==> config.mk <==
export PLATFORM = sky130hd
export DESIGN_NAME = spm_power_ctrl
export DESIGN_NICKNAME = d
export VERILOG_FILES = /design/src/spm_pkg.sv /design/src/spm_power_ctrl.sv
export SDC_FILE = /design/constraint.sdc
export NUM_CORES = 1
export LEC_CHECK = 0
export BUFFER_PORTS_ARGS = -buffer_cell sky130_fd_sc_hd__buf_2
export CAP_MARGIN = 40
export CORE_MARGIN = 1
export CORE_UTILIZATION = 36
export CTS_BUF_LIST = sky130_fd_sc_hd__clkbuf_4 sky130_fd_sc_hd__clkbuf_8
export DETAILED_ROUTE_END_ITERATION = 16
export PLACE_DENSITY = 0.66
export SKIP_CTS_REPAIR_TIMING = 1
export SLEW_MARGIN = 20
export SYNTH_ARGS = -nofsm -noshare
export SYNTH_HDL_FRONTEND = slang
export SYNTH_SLANG_ARGS = --single-unit
==> constraint.sdc <==
create_clock -name clock -period 2.7 [get_ports clock]
set_input_delay 0.27 -clock clock [delete_from_list [all_inputs] [get_ports clock]]
set_output_delay 0.27 -clock clock [all_outputs]
set_load 0.05 [all_outputs]
==> src/spm_pkg.sv <==
// constants and types for the switch power mode controller
// Behaviour
// - mode 00 normal: clock, transceivers, mac and host interface on
// - mode 01 energy detect: clock, host off; mac and phy on until low power, then rx energy detect only
// - mode 10 soft power down: clock, transceivers, mac, host all off
// - mode 11 power saving: clock, host on; unused receiver portion off
// - per-port bit set to one powers down that port's transceiver
// - hard power-down input low powers down the whole chip
// - hard power-down release issues an internal reset before resuming
// - after reset the mode field holds the normal encoding
// - host access in soft power down wakes to normal with internal reset
// - energy detect: low power after no energy longer than idle delay (never at idle delay 255, where the idle count wraps)
// - energy detect low power: return to normal power once energy seen
package spm_pkg;
	localparam int NUM_PORTS = 5;
	localparam logic [1:0] MODE_NORMAL = 2'h0;
	localparam logic [1:0] MODE_ENERGY = 2'h1;
	localparam logic [1:0] MODE_SOFT_PD = 2'h2;
	localparam logic [1:0] MODE_SAVING = 2'h3;
	localparam logic [1:0] MODE_RESET = MODE_NORMAL;
	localparam logic [7:0] IDLE_DELAY_RESET = 8'h00;
	// internal reset pulse length in clock cycles
	localparam logic [3:0] INT_RESET_CYCLES = 4'h8;
	localparam logic [3:0] INT_RESET_ONE = 4'h1;
	localparam logic [7:0] IDLE_ONE = 8'h01;

	typedef enum logic [3:0] {
		SPM_RUN = 4'h1,
		SPM_HARD_PD = 4'h2,
		SPM_INT_RESET = 4'h4,
		SPM_ED_LOW = 4'h8
	} spm_state_e;
endpackage : spm_pkg

==> src/spm_power_ctrl.sv <==
// power mode controller: mode gating, port power-down, hard power-down, wake
module spm_power_ctrl (
	input wire logic clock,
	input wire logic nrst,
	input wire logic hard_powerdown_n,
	input wire logic [1:0] mode_wdata,
	input wire logic mode_we,
	input wire logic [7:0] idle_delay_wdata,
	input wire logic idle_delay_we,
	input wire logic [4:0] port_pd_wdata,
	input wire logic port_pd_we,
	input wire logic host_access,
	input wire logic cable_energy,
	output logic [1:0] mode,
	output logic [7:0] idle_delay,
	output logic [4:0] port_pd,
	output logic clkgen_en,
	output logic host_if_en,
	output logic mac_en,
	output logic [4:0] phy_tx_en,
	output logic [4:0] phy_rx_en,
	output logic [4:0] phy_rx_saving,
	output logic [4:0] phy_energy_det_en,
	output logic ed_low_power,
	output logic chip_pd,
	output logic int_reset
);
	typedef struct packed {
		logic pd_meta;
		logic pd_sync;
		spm_pkg::spm_state_e state;
		logic [1:0] mode;
		logic [7:0] idle_delay;
		logic [7:0] idle_cnt;
		logic [3:0] rst_cnt;
		logic [4:0] port_pd;
		logic clkgen_en;
		logic host_if_en;
		logic mac_en;
		logic [4:0] phy_tx_en;
		logic [4:0] phy_rx_en;
		logic [4:0] phy_rx_saving;
		logic [4:0] phy_energy_det_en;
		logic ed_low_power;
		logic chip_pd;
		logic int_reset;
	} spm_s;

	spm_s cur_ff;
	spm_s nxt_ff;

	////////////////////////////////////////////////////////////////////////
	always_comb begin
		nxt_ff = cur_ff;
		// first stage is read only by the second
		nxt_ff.pd_meta = hard_powerdown_n;
		nxt_ff.pd_sync = cur_ff.pd_meta;
		unique case (cur_ff.state)
			spm_pkg::SPM_RUN: begin
				if (mode_we) begin
					nxt_ff.mode = mode_wdata;
				end
				if (idle_delay_we) begin
					nxt_ff.idle_delay = idle_delay_wdata;
				end
				if (port_pd_we) begin
					nxt_ff.port_pd = port_pd_wdata;
				end
				if (cur_ff.mode != spm_pkg::MODE_ENERGY || cable_energy) begin
					nxt_ff.idle_cnt = '0;
				end else if (cur_ff.idle_cnt > cur_ff.idle_delay) begin
					nxt_ff.state = spm_pkg::SPM_ED_LOW;
					nxt_ff.idle_cnt = '0;
				end else begin
					nxt_ff.idle_cnt = cur_ff.idle_cnt + spm_pkg::IDLE_ONE;
				end
				// host access wins over a same-cycle register write
				if (cur_ff.mode == spm_pkg::MODE_SOFT_PD && host_access) begin
					nxt_ff.state = spm_pkg::SPM_INT_RESET;
					nxt_ff.rst_cnt = spm_pkg::INT_RESET_CYCLES;
				end
			end
			spm_pkg::SPM_ED_LOW: begin
				if (cable_energy || cur_ff.mode != spm_pkg::MODE_ENERGY) begin
					nxt_ff.state = spm_pkg::SPM_RUN;
				end
			end
			spm_pkg::SPM_HARD_PD: begin
				if (cur_ff.pd_sync) begin
					nxt_ff.state = spm_pkg::SPM_INT_RESET;
					nxt_ff.rst_cnt = spm_pkg::INT_RESET_CYCLES;
				end
			end
			spm_pkg::SPM_INT_RESET: begin
				// every setting returns to its default while reset runs
				nxt_ff.mode = spm_pkg::MODE_RESET;
				nxt_ff.idle_delay = spm_pkg::IDLE_DELAY_RESET;
				nxt_ff.port_pd = '0;
				nxt_ff.idle_cnt = '0;
				nxt_ff.rst_cnt = cur_ff.rst_cnt - spm_pkg::INT_RESET_ONE;
				if (cur_ff.rst_cnt == spm_pkg::INT_RESET_ONE) begin
					nxt_ff.state = spm_pkg::SPM_RUN;
				end
			end
			default: begin
				nxt_ff.state = spm_pkg::SPM_INT_RESET;
				nxt_ff.rst_cnt = spm_pkg::INT_RESET_CYCLES;
			end
		endcase
		if (!cur_ff.pd_sync) begin
			nxt_ff.state = spm_pkg::SPM_HARD_PD;
		end
		// gating decode from next state so outputs stay registered
		nxt_ff.chip_pd = (nxt_ff.state == spm_pkg::SPM_HARD_PD);
		nxt_ff.int_reset = (nxt_ff.state == spm_pkg::SPM_INT_RESET);
		nxt_ff.ed_low_power = (nxt_ff.state == spm_pkg::SPM_ED_LOW);
		nxt_ff.clkgen_en = 1'b0;
		nxt_ff.host_if_en = 1'b0;
		nxt_ff.mac_en = 1'b0;
		nxt_ff.phy_tx_en = '0;
		nxt_ff.phy_rx_en = '0;
		nxt_ff.phy_rx_saving = '0;
		nxt_ff.phy_energy_det_en = '0;
		if (nxt_ff.state == spm_pkg::SPM_ED_LOW) begin
			nxt_ff.phy_energy_det_en = ~nxt_ff.port_pd;
		end else if (nxt_ff.state == spm_pkg::SPM_RUN) begin
			unique case (nxt_ff.mode)
				spm_pkg::MODE_NORMAL: begin
					nxt_ff.clkgen_en = 1'b1;
					nxt_ff.host_if_en = 1'b1;
					nxt_ff.mac_en = 1'b1;
					nxt_ff.phy_tx_en = ~nxt_ff.port_pd;
					nxt_ff.phy_rx_en = ~nxt_ff.port_pd;
				end
				spm_pkg::MODE_ENERGY: begin
					// normal power state of energy detect: phy and mac live
					nxt_ff.mac_en = 1'b1;
					nxt_ff.phy_tx_en = ~nxt_ff.port_pd;
					nxt_ff.phy_rx_en = ~nxt_ff.port_pd;
					nxt_ff.phy_energy_det_en = ~nxt_ff.port_pd;
				end
				spm_pkg::MODE_SOFT_PD: begin
					nxt_ff.clkgen_en = 1'b0;
				end
				spm_pkg::MODE_SAVING: begin
					nxt_ff.clkgen_en = 1'b1;
					nxt_ff.host_if_en = 1'b1;
					nxt_ff.mac_en = 1'b1;
					nxt_ff.phy_tx_en = ~nxt_ff.port_pd;
					nxt_ff.phy_rx_en = ~nxt_ff.port_pd;
					nxt_ff.phy_rx_saving = ~nxt_ff.port_pd;
				end
			endcase
		end
	end

	////////////////////////////////////////////////////////////////////////
	always_ff @(posedge clock or negedge nrst) begin
		if (!nrst) begin
			cur_ff <= '0;
			cur_ff.state <= spm_pkg::SPM_RUN;
			cur_ff.mode <= spm_pkg::MODE_RESET;
			cur_ff.idle_delay <= spm_pkg::IDLE_DELAY_RESET;
			cur_ff.pd_meta <= 1'b1;
			cur_ff.pd_sync <= 1'b1;
			cur_ff.clkgen_en <= 1'b1;
			cur_ff.host_if_en <= 1'b1;
			cur_ff.mac_en <= 1'b1;
			cur_ff.phy_tx_en <= 5'h1F;
			cur_ff.phy_rx_en <= 5'h1F;
		end else begin
			cur_ff <= nxt_ff;
		end
	end

	assign mode = cur_ff.mode;
	assign idle_delay = cur_ff.idle_delay;
	assign port_pd = cur_ff.port_pd;
	assign clkgen_en = cur_ff.clkgen_en;
	assign host_if_en = cur_ff.host_if_en;
	assign mac_en = cur_ff.mac_en;
	assign phy_tx_en = cur_ff.phy_tx_en;
	assign phy_rx_en = cur_ff.phy_rx_en;
	assign phy_rx_saving = cur_ff.phy_rx_saving;
	assign phy_energy_det_en = cur_ff.phy_energy_det_en;
	assign ed_low_power = cur_ff.ed_low_power;
	assign chip_pd = cur_ff.chip_pd;
	assign int_reset = cur_ff.int_reset;

	////////////////////////////////////////////////////////////////////////
	AST_NORMAL_ALL_ON: assert property (
		@(posedge clock) disable iff (!nrst)
		(cur_ff.state == spm_pkg::SPM_RUN && mode == spm_pkg::MODE_NORMAL)
		|-> (clkgen_en && host_if_en && mac_en
		&& phy_tx_en == ~port_pd))
		else $error("normal mode with a block disabled");
	AST_ENERGY_CLK_OFF: assert property (
		@(posedge clock) disable iff (!nrst)
		(mode == spm_pkg::MODE_ENERGY) |-> (!clkgen_en && !host_if_en))
		else $error("energy detect mode with clock or host on");
	AST_SOFT_PD_OFF: assert property (
		@(posedge clock) disable iff (!nrst)
		(mode == spm_pkg::MODE_SOFT_PD) |-> (!clkgen_en && !mac_en
		&& phy_tx_en == 5'h00 && !host_if_en))
		else $error("soft power down with a block enabled");
	AST_SAVING_RX: assert property (
		@(posedge clock) disable iff (!nrst)
		(cur_ff.state == spm_pkg::SPM_RUN && mode == spm_pkg::MODE_SAVING)
		|-> (clkgen_en && host_if_en
		&& phy_rx_saving == ~port_pd))
		else $error("power saving mode gating wrong");
	AST_PORT_PD: assert property (
		@(posedge clock) disable iff (!nrst)
		((port_pd & (phy_tx_en | phy_rx_en)) == 5'h00))
		else $error("powered down port transceiver enabled");
	// two sync stages plus the state register: chip_pd follows a cycle later
	AST_HARD_PD: assert property (
		@(posedge clock) disable iff (!nrst)
		(!hard_powerdown_n [*3]) |=> (chip_pd && !clkgen_en))
		else $error("hard power down not applied");
	// three high samples single out the one edge before int_reset rises
	AST_RELEASE_RESET: assert property (
		@(posedge clock) disable iff (!nrst)
		(chip_pd && hard_powerdown_n && $past(hard_powerdown_n)
		&& $past(hard_powerdown_n, 2)) |=>
		(int_reset [*8]) ##1 !int_reset)
		else $error("no internal reset after power down release");
	AST_WAKE: assert property (
		@(posedge clock) disable iff (!nrst)
		(cur_ff.state == spm_pkg::SPM_RUN && mode == spm_pkg::MODE_SOFT_PD
		&& host_access && cur_ff.pd_sync) |=> ##[1:9]
		(mode == spm_pkg::MODE_NORMAL && clkgen_en))
		else $error("host access did not wake soft power down");
	AST_ED_WAKE: assert property (
		@(posedge clock) disable iff (!nrst)
		(ed_low_power && cable_energy && cur_ff.pd_sync)
		|=> !ed_low_power)
		else $error("energy did not end low power state");
	AST_ED_SLEEP: assert property (
		@(posedge clock) disable iff (!nrst)
		$rose(ed_low_power) |-> ($past(cur_ff.idle_cnt) > idle_delay))
		else $error("low power entered before idle delay");
endmodule : spm_power_ctrl

## After elaboration in Yosys (flattened, before gate mapping)

Cells that the tools add are included.
Widths: inputs -> output; s select.

- Mux-type cells: 24
- Add/sub/neg operators: 2
- Magnitude comparators: 1
- Equality and inequality tests: 16
- Bitwise operators: 2
- Reductions and logical operators: 8

Operator list:

| operator | number |
|---|---|
| $pmux 18 s2 | 1 |
| $mux 4 | 8 |
| $mux 8 | 3 |
| $mux 23 | 1 |
| $mux 5 | 4 |
| $mux 18 | 1 |
| $pmux 4 s4 | 1 |
| $eq 4x1->1 const B | 3 |
| $pmux 4 s3 | 1 |
| $mux 11 | 1 |
| $pmux 5 s2 | 1 |
| $add 8x1->8 const B | 1 |
| $eq 4x2->1 const B | 2 |
| $eq 4x3->1 const B | 2 |
| $eq 4x4->1 const B | 2 |
| $gt 8x8->1 | 1 |
| $ne 2x2->1 const B | 3 |
| $not 5->5 | 1 |
| $eq 2x2->1 const B | 2 |
| $sub 4x1->4 const B | 1 |
| $reduce_and 3->1 | 1 |
| $reduce_or 3->1 | 1 |
| $eq 2x1->1 const B | 1 |
| $logic_not 2->1 | 1 |
| 9 further kinds | 9 |

- Output and inout bits: 41
- Word-level logic and storage cells: 71
- Bits of input ports: 23
- Register bits after elaboration: 59

## Longest topological paths before layout

- Depth in word-level cells: 9
- Gate-level depth with buffers: 11
- Gate-level depth less buffers: 9

## Worst setup path after synthesis

OpenSTA, ideal clock, no wires.

- Path kind: register -> register
- From: reg cur_ff[53] (netlist bit)
- To: reg cur_ff (netlist bit phy_energy_det_en[0])
- Stages on the path, launching flop included: 12
- Path buffers: 2
- Period minus slack after synthesis: 2429 ps
- Slack: 271 ps
- Required time: 2564 ps
- Library setup time: 136 ps
- Arrival time: 2293 ps
- Cells stage by stage: dfstp_2 -> buf_2 -> nor4b_2 -> clkbuf_1 -> mux2i_1 -> a32oi_1 -> inv_1 -> ha_1 -> inv_1 -> nor2_1 -> a31oi_1 -> a31oi_1

RTL lines:

| what | RTL line | RTL |
|---|---|---|
| start: declaration | spm_power_ctrl.sv:49 | `spm_s cur_ff;` |
| start signal: assignment | spm_power_ctrl.sv:172 | `cur_ff <= nxt_ff;` |

==> flow_summary.ini <==
[clocking]
cts_buffers = 5
clock_sinks = 53
cts_root_buf = clkbuf_8
clk_latency_ps = 310
cts_max_path_buffers = 2
htreeDepth = 2
cts_tree = done
path_clk_slew_ps = 100

[worst_hold_path]
hp-class = in2async

[pwr]
seqPwrFrac = 0.600
clkPwrFrac = 0.337
pwr_density_cell_mw_per_mm2 = 433
p_switching_uw = 338
p_leak_nw = 1.48
peakVddDrop_uv = 200
p_sw_frac = 0.249
combPwrFrac = 0.063
intPower_mw = 1.02
total_power_mw = 1.36

[synthesis]
synthDistinctLibCells = 48
netlist.area_leader.share = 0.376
ys_seq_area_frac = 0.467
ys.flop_type = dfrtp_1
synth_nets = 321
synth_edf_count = 0
synth.most_common_cell = dfrtp_1
synth.avg_cell_area_um2 = 10.1
synthTopCellsByCount = dfrtp_1 (43), buf_4 (37), nand2_1 (33), inv_1 (21)
netlist_area_mm2 = 0.00287
synth_seq_cells = 53
yosys.area.top_type = dfrtp_1
syn_inst = 284
async_flop_share = 1.00
synthTopCellsByArea = dfrtp_1 (38%), buf_4 (9.7%), dfstp_2 (9.2%)
ys.warnings.count = 0

[global_routing]
grt_max_degree = 29
grt_pass1_wl_um = 9810
antenna_found_initial = 0
grt_remaining_overflow = 0
grt_pass1_vias = 2037
track_usage = 0.148

[critical_path]
startpoint = cur_ff[53]
critical-path-max-stage-delay_ps = 630
r2r-start = cur_ff[53]
critPathArrivalTime_ps = 2520
required_ps = 2890
start_kind = flip-flop
r2r_cells = 9
cp_max_fo = 10
end_kind = flip-flop
critPathSlowestCell = dfstp_2
crit_type = reg2reg
worstPathCellList = nor4b_4 > mux2i_1 > a32oi_1 > inv_1 > ha_1 > inv_1 > nor2_1 > a31oi_1 > a31oi_1
crit_path_end = phy_energy_det_en[1]
rrSetupSlack_ps = 360
reg2reg_to = phy_energy_det_en[1]

[sta]
fin_tns_setup_ps = 0
hold-worst-slack_ps = -32.8
fmaxAchievable_mhz = 428
finalSetupViolCount = 0
finalCritPeriodShare = 0.865
drv_slew = 0
period_needed_ps = 2340
hold_violations = 24
worst_pin_slew_ps = 686
rsz0062_at_grt = false
timing.final.ws_setup_ps = 364
skew_ps = 12.2
max-slew-margin-rel = 0.541

[drt]
vias = 2079
route.top_layer_used = met4
drc_errors = 0
met1_length_um = 2610
route.met3.wl_um = 235
wl_um = 5750
vias_per_cell = 4.99
wl_per_cell_um = 13.8
wl_met2_um = 2810
ant_nets = 0
drtIter0Drc = 79
firstDrtPassIters = 4

[place]
hpwlAfterDp_um = 4380
port_buffers = 63
pre_cts_ws_ps = 395
place.gp.congestion = 0.783

[finish]
nNetsFinal = 351
area_growth_pct = 9.52
antenna_cells = 0
final_layout_size_suffix_gt1_frac = 0.321
fillers = 747

[die]
die_h_um = 91.2
initial_utilization = 0.371
num_rows = 32
dieArea_mm2 = 0.00832
ios = 64
core-area_mm2 = 0.00773
die_width_um = 91.2

[status]
violations = hold timing
outcome = finished, violations left

[flow_run]
max_cap_viol_count = 0
power groups by stage:
stage | Sequential, mW | Combinational, mW | Clock (mW)
floorplan | 0.833 | 0.0359 | 0
global placement | 0.830 | 0.0853 | 0
detailed placement | 0.831 | 0.0874 | 0
CTS | 0.816 | 0.0874 | 0.473
global route | 0.818 | 0.0981 | 0.503
finish | 0.816 | 0.0856 | 0.457
cell usage in the layout, fill, tap and decap left out, types with 2 or more instances in the layout:
cell type	count
a21o_1	2
a21oi_1	6
a22o_1	5
a31oi_1	6
a32oi_1	2
and2_1	2
and4_1	2
buf_2	63
buf_4	5
clkbuf_8	5
dfrtp_1	43
dfstp_2	10
ha_1	14
inv_1	21
mux2i_1	2
nand2_1	33
nand3_1	5
nand4_1	3
nand4b_1	2
nor2_1	11
nor2b_1	2
nor3_1	9
nor3b_1	5
nor4b_2	6
o211ai_1	3
o21ai_0	14
o31ai_1	7
or2_2	3
xnor2_1	2
area by class of cell:
| cell class | instances | area, um^2 | area share |
|---|---|---|---|
| multi-input cells | 164 | 1130 | 0.360 |
| inverters | 21 | 78.8 | 0.0251 |
| clock buffers | 5 | 68.8 | 0.0219 |
| flip-flops and latches | 53 | 1340 | 0.427 |
| repair buffers | 69 | 373 | 0.119 |
| well taps | 102 | 128 | 0.0407 |
| clock inverters | 3 | 21.3 | 0.00678 |
state kept, by name, indices dropped and copies added, names as in the netlist:
signal and count:
phy_rx_saving 5, port_pd 5, ed_low_power 1, phy_rx_en 5, clkgen_en 1, cur_ff 18
idle_delay 8, mac_en 1, chip_pd 1, int_reset 1, phy_energy_det_en 5, mode 2
worst max-delay path: cells and delay by family, from the launching register on:
family	cells	cell delay [ps]
buffers and inverters	2	180
adders and majority gates	1	200
and+or+nand+nor	2	310
DFF	1	630
AOI/OAI and AO/OA	3	750
muxes	1	130
per-stage QoR:
stage	util	cell area [um^2]	hold slack, ps	instances
floorplan	-	2870	-25.6	284
global placement	0.394	3050	332	409
detailed placement	0.394	3050	338	409
CTS	0.406	3140	-15.4	417
global route	0.406	3140	17.0	417
finish	0.406	3140	-32.8	417
metal layers:
layer / global-route usage / up-vias
met5: 0 / -
met4: 0.0516 / 0
met3: 0.0352 / 10
met2: 0.241 / 48
met1: 0.194 / 1006
li1: - / 1015
cell families (layout without fill, tap and decap cells):
family	Yosys count	in the layout	share of synthesized area
flip-flops	53	53	0.467
AO/OA/AOI/OAI	54	54	0.129
multiplexers	2	2	0.00699
adder cells (fa/ha/maj)	14	14	0.0611
buffers and inverters	67	98	0.138
AND/OR/NAND/NOR	91	91	0.188
XOR/XNOR	3	3	0.00917
how the worst min path moves through the flow:
stage                                  end  slack [ps]
after CTS                 phy_rx_saving[2]         -20
final                     phy_rx_saving[2]         -30
after global routing      phy_rx_saving[2]          20
after floorplan                    chip_pd         -30
after detailed placement  phy_rx_saving[2]         340
after global placement    phy_rx_saving[2]         330
(Power assumes the default switching activity.)
